### src/rtl/plmc_cfg.svh
/*
 * Offsets, field positions, reset values and limits of the LED, crossover and pause register group.
 * Assumes it is included by bare name into files that also see plmc_pkg.
 */
`ifndef PLMC_CFG_SVH
`define PLMC_CFG_SVH

// Register indexes; the APB byte address is four times the index.
`define PLMC_IDX_RX_BUF      6'h17
`define PLMC_IDX_LED_CTL     6'h18
`define PLMC_IDX_PHY_CTL     6'h19

// Receive buffer configuration fields.
`define PLMC_RXB_TOL_LSB     0
`define PLMC_RXB_WIDE_BIT    8
`define PLMC_RXB_TOL_RST     2'h1

// LED direct-control fields.
`define PLMC_LED_FORCE_BIT   1
`define PLMC_LED_OVR_BIT     4

// PHY control fields.
`define PLMC_PHY_AUTOX_BIT   15
`define PLMC_PHY_FORCEX_BIT  14
`define PLMC_PHY_PRX_BIT     13
`define PLMC_PHY_PTX_BIT     12
`define PLMC_PHY_INJ_BIT     11

// Advertisement and partner ability pause field.
`define PLMC_ADV_PAUSE_LSB   10

// Tolerance in bits for each code.
`define PLMC_TOL_BITS_00     4'hE
`define PLMC_TOL_BITS_01     4'h2
`define PLMC_TOL_BITS_10     4'h6
`define PLMC_TOL_BITS_11     4'hA

// Longest packet in bytes for each code at the narrow clock accuracy.
`define PLMC_PKT_BYTES_00    15'h41A0
`define PLMC_PKT_BYTES_01    15'h0960
`define PLMC_PKT_BYTES_10    15'h1C20
`define PLMC_PKT_BYTES_11    15'h2EE0

`endif

### src/rtl/plmc_pkg.sv
/*
 * Types shared by the register group and its pause resolver.
 * Assumes nothing of its surroundings.
 */
package plmc_pkg;

    // Receive elasticity tolerance codes.
    typedef enum logic [1:0] {
        PLMC_TOL_14 = 2'h0,
        PLMC_TOL_2  = 2'h1,
        PLMC_TOL_6  = 2'h2,
        PLMC_TOL_10 = 2'h3
    } plmc_tol_t;

    // Pause capability pair: asymmetric direction above symmetric pause.
    typedef struct packed {
        logic asymDir;
        logic symPause;
    } plmc_pause_caps_t;

endpackage

### src/rtl/plmc_pause_if.sv
/*
 * Carrier between the register group and its pause resolver.
 * Assumes both ends run on the same clock; the resolver is combinational.
 */
`timescale 1ns/1ps
interface plmc_pause_if;
    plmc_pkg::plmc_pause_caps_t localCaps;
    plmc_pkg::plmc_pause_caps_t partnerCaps;
    logic                       rxEnable;
    logic                       txEnable;

    modport resolver (input localCaps, input partnerCaps, output rxEnable, output txEnable);
    modport user     (output localCaps, output partnerCaps, input rxEnable, input txEnable);
endinterface

### src/rtl/plmc_pause_resolve.sv
/*
 * Standard pause resolution from local and partner capabilities.
 * Assumes the caller gates the result with full duplex and latches it.
 */
`timescale 1ns/1ps
module plmc_pause_resolve (
    plmc_pause_if.resolver pauseBus
);
    logic lp;
    logic la;
    logic pp;
    logic pa;

    // Both ends symmetric gives both directions; asymmetric pairs give one direction each.
    assign lp = pauseBus.localCaps.symPause;
    assign la = pauseBus.localCaps.asymDir;
    assign pp = pauseBus.partnerCaps.symPause;
    assign pa = pauseBus.partnerCaps.asymDir;
    assign pauseBus.rxEnable = (lp & pp) | (lp & la & ~pp & pa);
    assign pauseBus.txEnable = (lp & pp) | (~lp & la & pp & pa);
endmodule

### src/rtl/plmc_regs.sv
/*
 * APB register group for the receive buffer tolerance, LED direct control and upper PHY control bits.
 * Assumes the negotiation engine, crossover detector and link status come from logic on clk_sys;
 * the crossover strap is a pin and is synchronised here.
 */
`timescale 1ns/1ps
`include "plmc_cfg.svh"
module plmc_regs (
    input  wire logic        clk_sys,
    input  wire logic        reset,
    input  wire logic        psel,
    input  wire logic        penable,
    input  wire logic        pwrite,
    input  wire logic [7:0]  paddr,
    input  wire logic [31:0] pwdata,
    input  wire logic [3:0]  pstrb,
    output logic [31:0]      prdata,
    output logic             pready,
    output logic             pslverr,
    input  wire logic        strapAutoCrossover,
    input  wire logic        negotiationEnable,
    input  wire logic        negotiationStart,
    input  wire logic        negotiationComplete,
    input  wire logic        fullDuplex,
    input  wire logic        linkUp,
    input  wire logic [15:0] localAdvertisement,
    input  wire logic [15:0] partnerAbility,
    input  wire logic        autoCrossoverSelect,
    output logic             linkIndicatorPin,
    output logic             crossPairs,
    output logic             autoCrossoverActive,
    output logic [1:0]       rxElasticityTolerance,
    output logic [3:0]       rxToleranceBits,
    output logic [14:0]      rxMaxPacketBytes,
    output logic             selftestErrorInject
);

    ////////////////////////////////////////////////////////////////////////////////////////
    // Bus decode.

    logic [5:0]  wordIdx;
    logic        setupPhase;
    logic        writeAccess;
    logic        hitRxBuf;
    logic        hitLedCtl;
    logic        hitPhyCtl;
    logic        mapped;
    logic        wrRxBuf;
    logic        wrLedCtl;
    logic        wrPhyCtl;

    // Registers are one aligned word each; the low address bits are ignored.
    assign wordIdx     = paddr[7:2];
    assign setupPhase  = psel & ~penable;
    assign writeAccess = psel & penable & pwrite;
    assign hitRxBuf    = (wordIdx == `PLMC_IDX_RX_BUF);
    assign hitLedCtl   = (wordIdx == `PLMC_IDX_LED_CTL);
    assign hitPhyCtl   = (wordIdx == `PLMC_IDX_PHY_CTL);
    assign mapped      = hitRxBuf | hitLedCtl | hitPhyCtl;
    assign wrRxBuf     = writeAccess & hitRxBuf;
    assign wrLedCtl    = writeAccess & hitLedCtl;
    assign wrPhyCtl    = writeAccess & hitPhyCtl;

    // Zero wait states: every access phase completes, unmapped words answer with an error.
    assign pready  = 1'b1;
    assign pslverr = psel & penable & ~mapped;

    ////////////////////////////////////////////////////////////////////////////////////////
    // Strap synchroniser and capture.

    logic strapMeta_r;
    logic strapSync_r;
    logic strapTaken_r;

    // The strap is a pin, so it passes two flops before anything looks at it.
    always_ff @(posedge clk_sys) begin
        strapMeta_r <= strapAutoCrossover;
        strapSync_r <= strapMeta_r;
    end

    // Marks the first cycle after reset release, when the strap is loaded.
    always_ff @(posedge clk_sys) begin
        if (reset) begin
            strapTaken_r <= 1'b0;
        end else begin
            strapTaken_r <= 1'b1;
        end
    end

    ////////////////////////////////////////////////////////////////////////////////////////
    // Receive buffer configuration.

    plmc_pkg::plmc_tol_t rxTol_r;
    logic                wideAccuracy_r;

    // Tolerance field in the low lane, wide-accuracy flag in the second lane.
    always_ff @(posedge clk_sys) begin
        if (reset) begin
            rxTol_r        <= plmc_pkg::plmc_tol_t'(`PLMC_RXB_TOL_RST);
            wideAccuracy_r <= 1'b0;
        end else if (wrRxBuf) begin
            if (pstrb[0]) begin
                rxTol_r <= plmc_pkg::plmc_tol_t'(pwdata[`PLMC_RXB_TOL_LSB +: 2]);
            end
            if (pstrb[1]) begin
                wideAccuracy_r <= pwdata[`PLMC_RXB_WIDE_BIT];
            end
        end
    end

    // Decoded limits are registered so the buffer sees steady values.
    always_ff @(posedge clk_sys) begin
        if (reset) begin
            rxToleranceBits  <= `PLMC_TOL_BITS_01;
            rxMaxPacketBytes <= `PLMC_PKT_BYTES_01;
        end else begin
            unique case (rxTol_r)
                plmc_pkg::PLMC_TOL_14: begin
                    rxToleranceBits  <= `PLMC_TOL_BITS_00;
                    rxMaxPacketBytes <= wideAccuracy_r ? (`PLMC_PKT_BYTES_00 >> 1) : `PLMC_PKT_BYTES_00;
                end
                plmc_pkg::PLMC_TOL_2: begin
                    rxToleranceBits  <= `PLMC_TOL_BITS_01;
                    rxMaxPacketBytes <= wideAccuracy_r ? (`PLMC_PKT_BYTES_01 >> 1) : `PLMC_PKT_BYTES_01;
                end
                plmc_pkg::PLMC_TOL_6: begin
                    rxToleranceBits  <= `PLMC_TOL_BITS_10;
                    rxMaxPacketBytes <= wideAccuracy_r ? (`PLMC_PKT_BYTES_10 >> 1) : `PLMC_PKT_BYTES_10;
                end
                plmc_pkg::PLMC_TOL_10: begin
                    rxToleranceBits  <= `PLMC_TOL_BITS_11;
                    rxMaxPacketBytes <= wideAccuracy_r ? (`PLMC_PKT_BYTES_11 >> 1) : `PLMC_PKT_BYTES_11;
                end
            endcase
        end
    end

    // The halving of the limit is what the wide-accuracy flag buys.
    assign rxElasticityTolerance = rxTol_r;

    ////////////////////////////////////////////////////////////////////////////////////////
    // LED direct control.

    logic ledOverride_r;
    logic ledForced_r;

    // Only the two defined bits are stored; reserved bits have no flops at all.
    always_ff @(posedge clk_sys) begin
        if (reset) begin
            ledOverride_r <= 1'b0;
            ledForced_r   <= 1'b0;
        end else if (wrLedCtl && pstrb[0]) begin
            ledOverride_r <= pwdata[`PLMC_LED_OVR_BIT];
            ledForced_r   <= pwdata[`PLMC_LED_FORCE_BIT];
        end
    end

    // Override selects the forced value; otherwise the LED shows good link.
    always_ff @(posedge clk_sys) begin
        if (reset) begin
            linkIndicatorPin <= 1'b0;
        end else begin
            linkIndicatorPin <= ledOverride_r ? ledForced_r : linkUp;
        end
    end

    ////////////////////////////////////////////////////////////////////////////////////////
    // Crossover control.

    logic autoCrossEn_r;
    logic forceCross_r;

    // The strap loads once after release; a bus write in that same cycle still wins.
    always_ff @(posedge clk_sys) begin
        if (reset) begin
            autoCrossEn_r <= 1'b0;
        end else if (wrPhyCtl && pstrb[1]) begin
            autoCrossEn_r <= pwdata[`PLMC_PHY_AUTOX_BIT];
        end else if (!strapTaken_r) begin
            autoCrossEn_r <= strapSync_r;
        end
    end

    // Force bit is an ordinary read-write flag.
    always_ff @(posedge clk_sys) begin
        if (reset) begin
            forceCross_r <= 1'b0;
        end else if (wrPhyCtl && pstrb[1]) begin
            forceCross_r <= pwdata[`PLMC_PHY_FORCEX_BIT];
        end
    end

    // Detection only steers the pairs while negotiation runs; forcing overrides it.
    always_ff @(posedge clk_sys) begin
        if (reset) begin
            autoCrossoverActive <= 1'b0;
            crossPairs          <= 1'b0;
        end else begin
            autoCrossoverActive <= autoCrossEn_r & negotiationEnable;
            crossPairs          <= forceCross_r | (autoCrossEn_r & negotiationEnable & autoCrossoverSelect);
        end
    end

    ////////////////////////////////////////////////////////////////////////////////////////
    // Pause resolution.

    plmc_pause_if pauseBus ();
    logic         pauseRx_r;
    logic         pauseTx_r;

    assign pauseBus.localCaps   = localAdvertisement[`PLMC_ADV_PAUSE_LSB +: 2];
    assign pauseBus.partnerCaps = partnerAbility[`PLMC_ADV_PAUSE_LSB +: 2];

    plmc_pause_resolve uResolve (
        .pauseBus (pauseBus.resolver)
    );

    // Results load at negotiation end; a restart or link loss clears them and wins.
    always_ff @(posedge clk_sys) begin
        if (reset) begin
            pauseRx_r <= 1'b0;
            pauseTx_r <= 1'b0;
        end else if (negotiationStart || !linkUp) begin
            pauseRx_r <= 1'b0;
            pauseTx_r <= 1'b0;
        end else if (negotiationComplete) begin
            pauseRx_r <= pauseBus.rxEnable & fullDuplex;
            pauseTx_r <= pauseBus.txEnable & fullDuplex;
        end
    end

    ////////////////////////////////////////////////////////////////////////////////////////
    // Self-test error injection.

    // A write of one raises the bit for exactly one cycle, which is the injected error.
    always_ff @(posedge clk_sys) begin
        if (reset) begin
            selftestErrorInject <= 1'b0;
        end else begin
            selftestErrorInject <= wrPhyCtl & pstrb[1] & pwdata[`PLMC_PHY_INJ_BIT];
        end
    end

    ////////////////////////////////////////////////////////////////////////////////////////
    // Read data.

    logic [31:0] readWord;

    // LED reads return the stored bits, never the pin, and zeros elsewhere.
    always_comb begin
        readWord = 32'h0000_0000;
        if (hitRxBuf) begin
            readWord[`PLMC_RXB_TOL_LSB +: 2] = rxTol_r;
            readWord[`PLMC_RXB_WIDE_BIT]     = wideAccuracy_r;
        end else if (hitLedCtl) begin
            readWord[`PLMC_LED_OVR_BIT]   = ledOverride_r;
            readWord[`PLMC_LED_FORCE_BIT] = ledForced_r;
        end else if (hitPhyCtl) begin
            readWord[`PLMC_PHY_AUTOX_BIT]  = autoCrossEn_r;
            readWord[`PLMC_PHY_FORCEX_BIT] = forceCross_r;
            readWord[`PLMC_PHY_PRX_BIT]    = pauseRx_r;
            readWord[`PLMC_PHY_PTX_BIT]    = pauseTx_r;
            readWord[`PLMC_PHY_INJ_BIT]    = selftestErrorInject;
        end
    end

    // Read data is captured in the setup cycle so it stands steady through the access phase.
    always_ff @(posedge clk_sys) begin
        if (reset) begin
            prdata <= 32'h0000_0000;
        end else if (setupPhase) begin
            prdata <= pwrite ? 32'h0000_0000 : readWord;
        end
    end
endmodule

### config.mk
export PLATFORM = sky130hd
export DESIGN_NAME = plmc_regs
export DESIGN_NICKNAME = d
export VERILOG_FILES = /design/src/rtl/plmc_pkg.sv /design/src/rtl/plmc_pause_if.sv /design/src/rtl/plmc_pause_resolve.sv /design/src/rtl/plmc_regs.sv
export VERILOG_INCLUDE_DIRS = /design/src /design/src/rtl
export SDC_FILE = /design/constraint.sdc
export NUM_CORES = 1
export LEC_CHECK = 0
export ABC_AREA = 1
export BUFFER_PORTS_ARGS = -buffer_cell sky130_fd_sc_hd__buf_4
export CAP_MARGIN = 10
export CORE_MARGIN = 10
export CORE_UTILIZATION = 30
export DETAILED_ROUTE_END_ITERATION = 7
export HOLD_SLACK_MARGIN = 0.1
export PLACE_DENSITY = 0.67
export SLEW_MARGIN = 30
export SYNTH_ARGS = -nofsm -noshare
export SYNTH_HDL_FRONTEND = slang
export SYNTH_SLANG_ARGS = --single-unit
### constraint.sdc
create_clock -name clk_sys -period 1.3 [get_ports clk_sys]
set_clock_uncertainty 0.05 [all_clocks]
set_input_delay 0.065 -clock clk_sys [delete_from_list [all_inputs] [get_ports clk_sys]]
set_output_delay 0.065 -clock clk_sys [all_outputs]
set_load 0.01 [all_outputs]
# Yosys cells after proc, flatten, opt, wreduce, memory -nomap -nowiden
# Cells that the tools add are included.
# word_totals
wordCells	82
inputBits	88
reg_bits	67
# classes
eq_ne	7
bitwise	29
reduce_logical	8
muxes	20
# op_table
op	n
$pmux 15 s4	1
$and 1x1->1	20
$eq 6x5->1 const B	3
$mux 16	1
$pmux 4 s4	1
$mux 15	1
$mux 5	3
$mux 14	1
$mux 13	1
$mux 12	1
$mux 1	10
$or 1x1->1	5
$eq 2x2->1 const B	2
$not 1->1	4
$reduce_and 2->1	2
$eq 2x1->1 const B	1
$logic_and 1x1->1	2
$logic_not 2->1	1
$ne 2x1->1 const B	1
$reduce_or 2->1	1
$logic_not 1->1	1
$logic_or 1x1->1	1

# Depth between registers and ports, before layout
# depth
depth_word	6
mapped_depth	8
mapped_depth_nobuf	8

# Modules after synthesis
# Synthesis repeated with hierarchy kept, for this count alone.
# hier_totals
hier_cells	232
hier_area_um2	1800.5
# by_module_without_submodules
module	seq_area_each_um2	cells_per_inst	area_per_inst_um2	n_inst
plmc_regs	760.7	227	1779.2	1
plmc_pause_resolve	0.0	5	21.3	1

# Worst setup path after synthesis
# OpenSTA, ideal clock, no wires.
# synth_timing
path_type	register -> register
startpoint	reg rxTol_r[0] (netlist: rxElasticityTolerance[0])
endpoint	reg rxMaxPacketBytes[5]
setup_ns	0.131
stages_incl_launch_ff	7
slack_ns	-0.043
t_required_ns	1.119
arrival_ns	1.161
cell_sequence	dfxtp_1 > inv_1 > ha_1 > inv_1 > nand2_1 > nand2_1 > o211ai_1
# synth_via
elab_chain_cells	2
# synth_rtl
item	line	rtl
start: declaration	plmc_regs.sv:93	plmc_pkg::plmc_tol_t rxTol_r;
start signal: assignment	plmc_regs.sv:99	rxTol_r <= plmc_pkg::plmc_tol_t'(`PLMC_RXB_TOL_RST);
start signal: assignment	plmc_regs.sv:103	rxTol_r <= plmc_pkg::plmc_tol_t'(pwdata[`PLMC_RXB_TOL_LSB +: 2]);
$eq 2x2->1, or another cell as far along	plmc_regs.sv:117	unique case (rxTol_r)
$pmux 15 s4 (*)	plmc_regs.sv:117	
end signal: assignment	plmc_regs.sv:115	rxMaxPacketBytes <= `PLMC_PKT_BYTES_01;
end signal: assignment	plmc_regs.sv:120	rxMaxPacketBytes <= wideAccuracy_r ? (`PLMC_PKT_BYTES_00 >> 1) : `PLMC_PKT_BYTES_00;
end signal: assignment	plmc_regs.sv:124	rxMaxPacketBytes <= wideAccuracy_r ? (`PLMC_PKT_BYTES_01 >> 1) : `PLMC_PKT_BYTES_01;
end: declaration	plmc_regs.sv:34	output logic [14:0] rxMaxPacketBytes,
# Mark *: on every way between the ends. The rest lies on a longest branch, timed or not.
# A chain may end at the register's enable or synchronous reset.

# Final worst setup path
# layout_timing
startpoint	reg rxTol_r[1] (netlist: rxElasticityTolerance[1])
endpoint	reg rxMaxPacketBytes[7]
# Same word-level chain as after synthesis.

==> results.yml <==
timing:
  min_period_ns: 1.18
  post-route-period-util_pct: 91.0
  hold_slack_ns: 0.119
  drv_slew: 0
  setup_viol_count_final: 0
  fin_tns_setup_ns: 0
  finalHoldViolCount: 0
  fmax_ghz: 0.846
detailed_routing:
  wirelength_mm: 4.71
  drt_iter0_drc: 41
  drtPass1Iterations: 4
  antenna_left: 0
  drt-wirelength-per-cell_um: 12.0
  vias: 1622
  vias_per_cell: 4.12
  remaining_drc_errors: 0
pwr:
  p_leak_nw: 1.26
  powerDensity_nw_per_um2: 1050
  peakVddDrop_uv: 650
  power_w: 0.00268
synthesis:
  netlist_area_um2: 1780
  synth_compound_area_share_pct: 8.35
  synth_xor_area_share_pct: 0
  synth_cell_types: 28
  synthAdderAreaFrac_pct: 2.81
  postSynthAreaPerCell_um2: 7.59
  syn_inst: 235
  synthSimpleGateAreaFrac_pct: 25.6
  ys_ff_latch: 38
  synth_warnings: 0
  synth_top_family_by_area: "simple AND/OR/NAND/NOR gates"
  synth_mux_area_share_pct: 0.561
  yosysSeqAreaShare_pct: 42.6
global_routing:
  grt.total_usage_pct: 10.1
  grt_pass1_vias: 1671
  globalRouteOverflowTotal: 0
  antenna_found_initial: 0
  grt_max_degree: 13
  grt_pass1_wl_mm: 7.94
run_status:
  status: "completed"
finish:
  multi_input_area_um2: 783
  fillers: 607
  fin_nets: 410
  final_cells: 394
  antenna_cells: 0
  final_common_cell: "buf_4"
  layout_common_cells: "buf_4, nand2_1, dfxtp_1"
  ff_latch_area_um2: 768
  final_util_pct: 43.5
  drive_above_1_share_pct: 28.8
  area_growth_pct: 42.6
hold_path:
  hold_class: "input port to flop"
  hold_path.startpoint: "paddr[7]"
placement:
  place.gp.congestion: 0.844
  dpl.hpwl_mm: 3.89
  port_buffers: 59
  place_inst: 371
clocking:
  numCtsBuffers: 5
  clk_pin_slew_ns: 0.07
  cts-htree-levels: 2
  root_buffer: "clkbuf_8"
  insertion_delay_ns: 0.29
  postCtsSetupRepairBufs: 0
  cts.path.max_buffers: 2
  clock_sinks: 38
  cts_tree: "built"
critical_path:
  startpoint_type: "flop"
  crit_slowest_cell: "dfxtp_4"
  crit_buf_inv: 4
  crit_arrival_ns: 1.33
  cp_cell_sequence: "inv_1 -> ha_1 -> inv_2 -> buf_4 -> nand3_1 -> nand2_1 -> inv_1"
  startpoint: "rxElasticityTolerance[1]"
  critPathMaxFanout: 7
  crit-reg2reg-launch: "rxElasticityTolerance[1]"
  endpoint_kind: "flop"
  cpMostUsedCell: "inv_1"
  path_class: "flop to flop"
  cp.required_ns: 1.45
  crit_family: "flip-flops"
  cp_slowest_stage_delay_ns: 0.38
floorplanning:
  start_util_pct: 30.5
  io_pins: 147
  fp.dieW_um: 97.1
  die-area_um2: 9430
  die_h_um: 97.1
  row_count: 28
  core_um2: 5850
run:
  cap_viol_max_count: 0
## power breakdown
group	internal, W	switching (W)
clock	0.000819	0.000417
sequential	0.00117	0.00000469
combinational	0.000126	0.000144
total	0.00211	0.000566
## state kept, by name, summed over array words and instances, names as in the netlist
name                   count
autoCrossEn_r              1
autoCrossoverActive        1
crossPairs                 1
forceCross_r               1
ledForced_r                1
ledOverride_r              1
linkIndicatorPin           1
pauseRx_r                  1
pauseTx_r                  1
prdata                     9
rxElasticityTolerance      2
rxMaxPacketBytes          11
rxToleranceBits            2
selftestErrorInject        1
strapMeta_r                1
strapSync_r                1
strapTaken_r               1
wideAccuracy_r             1
## per-stage QoR
step,cell area [um^2],setup WS (ns)
finish,2540,0.117
global route,2540,-0.0000699
CTS,2530,0.0171
detailed placement,2240,0.0286
global placement,2240,0.0387
floorplan,1890,0.0632
## what timing repair did
action | 4_1_cts | 5_1_grt
endpoints found under the hold margin | 23 | 0
gates resized for setup | 0 | 7
setup endpoints to repair | 0 | 8
hold buffers | 15 | 0
## synthesized netlist by cell type
library cell | instances | share of area [%]
a211oi_1 | 2 | 0.84
inv_2 | 2 | 0.42
buf_4 | 30 | 13
a22oi_1 | 1 | 0.42
nand2_2 | 1 | 0.35
buf_2 | 2 | 0.56
ha_1 | 4 | 2.8
dfxtp_1 | 38 | 43
mux2i_1 | 1 | 0.56
nand3_1 | 9 | 2.5
inv_1 | 26 | 5.5
a21oi_1 | 15 | 4.2
o21ai_0 | 5 | 1.4
nand3b_1 | 1 | 0.42
nor3_1 | 4 | 1.1
nand2_1 | 43 | 9.0
nand4_1 | 6 | 2.1
nor2_2 | 2 | 0.70
o21ai_1 | 2 | 0.56
o211ai_1 | 1 | 0.42
nor3_2 | 1 | 0.56
nand3_2 | 1 | 0.56
nor2_4 | 3 | 1.9
conb_1 | 2 | 0.42
inv_4 | 1 | 0.35
clkbuf_1 | 1 | 0.21
nor2_1 | 30 | 6.3
a21oi_2 | 1 | 0.49
## area by class of cell
| cell class | instances | area share, % |
|---|---|---|
| multi-input cells | 163 | 30.8 |
| flip-flops and latches | 38 | 30.2 |
| repair buffers | 81 | 25.4 |
| inverters | 29 | 4.38 |
| well taps | 75 | 3.69 |
| clock buffers | 6 | 3.24 |
| clock inverters | 2 | 2.36 |
## tightest hold or removal path: stages
cell and delay [ns]:
buf_4 0.08, nor2_1 0.05, nand4_1 0.06, nand2_1 0.04
nand2_1 0.07, a21oi_2 0.04
## layer usage
layer  track usage (%)  share of wire (%)  vias to the layer above
met5                 0                  0                        -
met4              3.63                1.3                        0
met3              5.48                 10                        4
met2              15.9                 46                       70
met1              11.2                 43                      702
li1                  -                  -                      846
## worst paths after layout
| kind | end | slack [ns] | depth (start not counted) |
|---|---|---|---|
| min reg2reg | strapSync_r | 0.28 | 0 |
| max reg2reg | rxMaxPacketBytes[7] | 0.12 | 7 |
| max | rxMaxPacketBytes[7] | 0.12 | 7 |
| min | prdata[1] | 0.12 | 6 |
## cell families after synthesis
family | count (synthesis)
multiplexers | 1
other | 2
buffers and inverters | 62
adder cells (fa/ha/maj) | 4
AO/OA/AOI/OAI | 27
AND/OR/NAND/NOR | 101
flip-flops | 38
(Power assumes the default switching activity.)
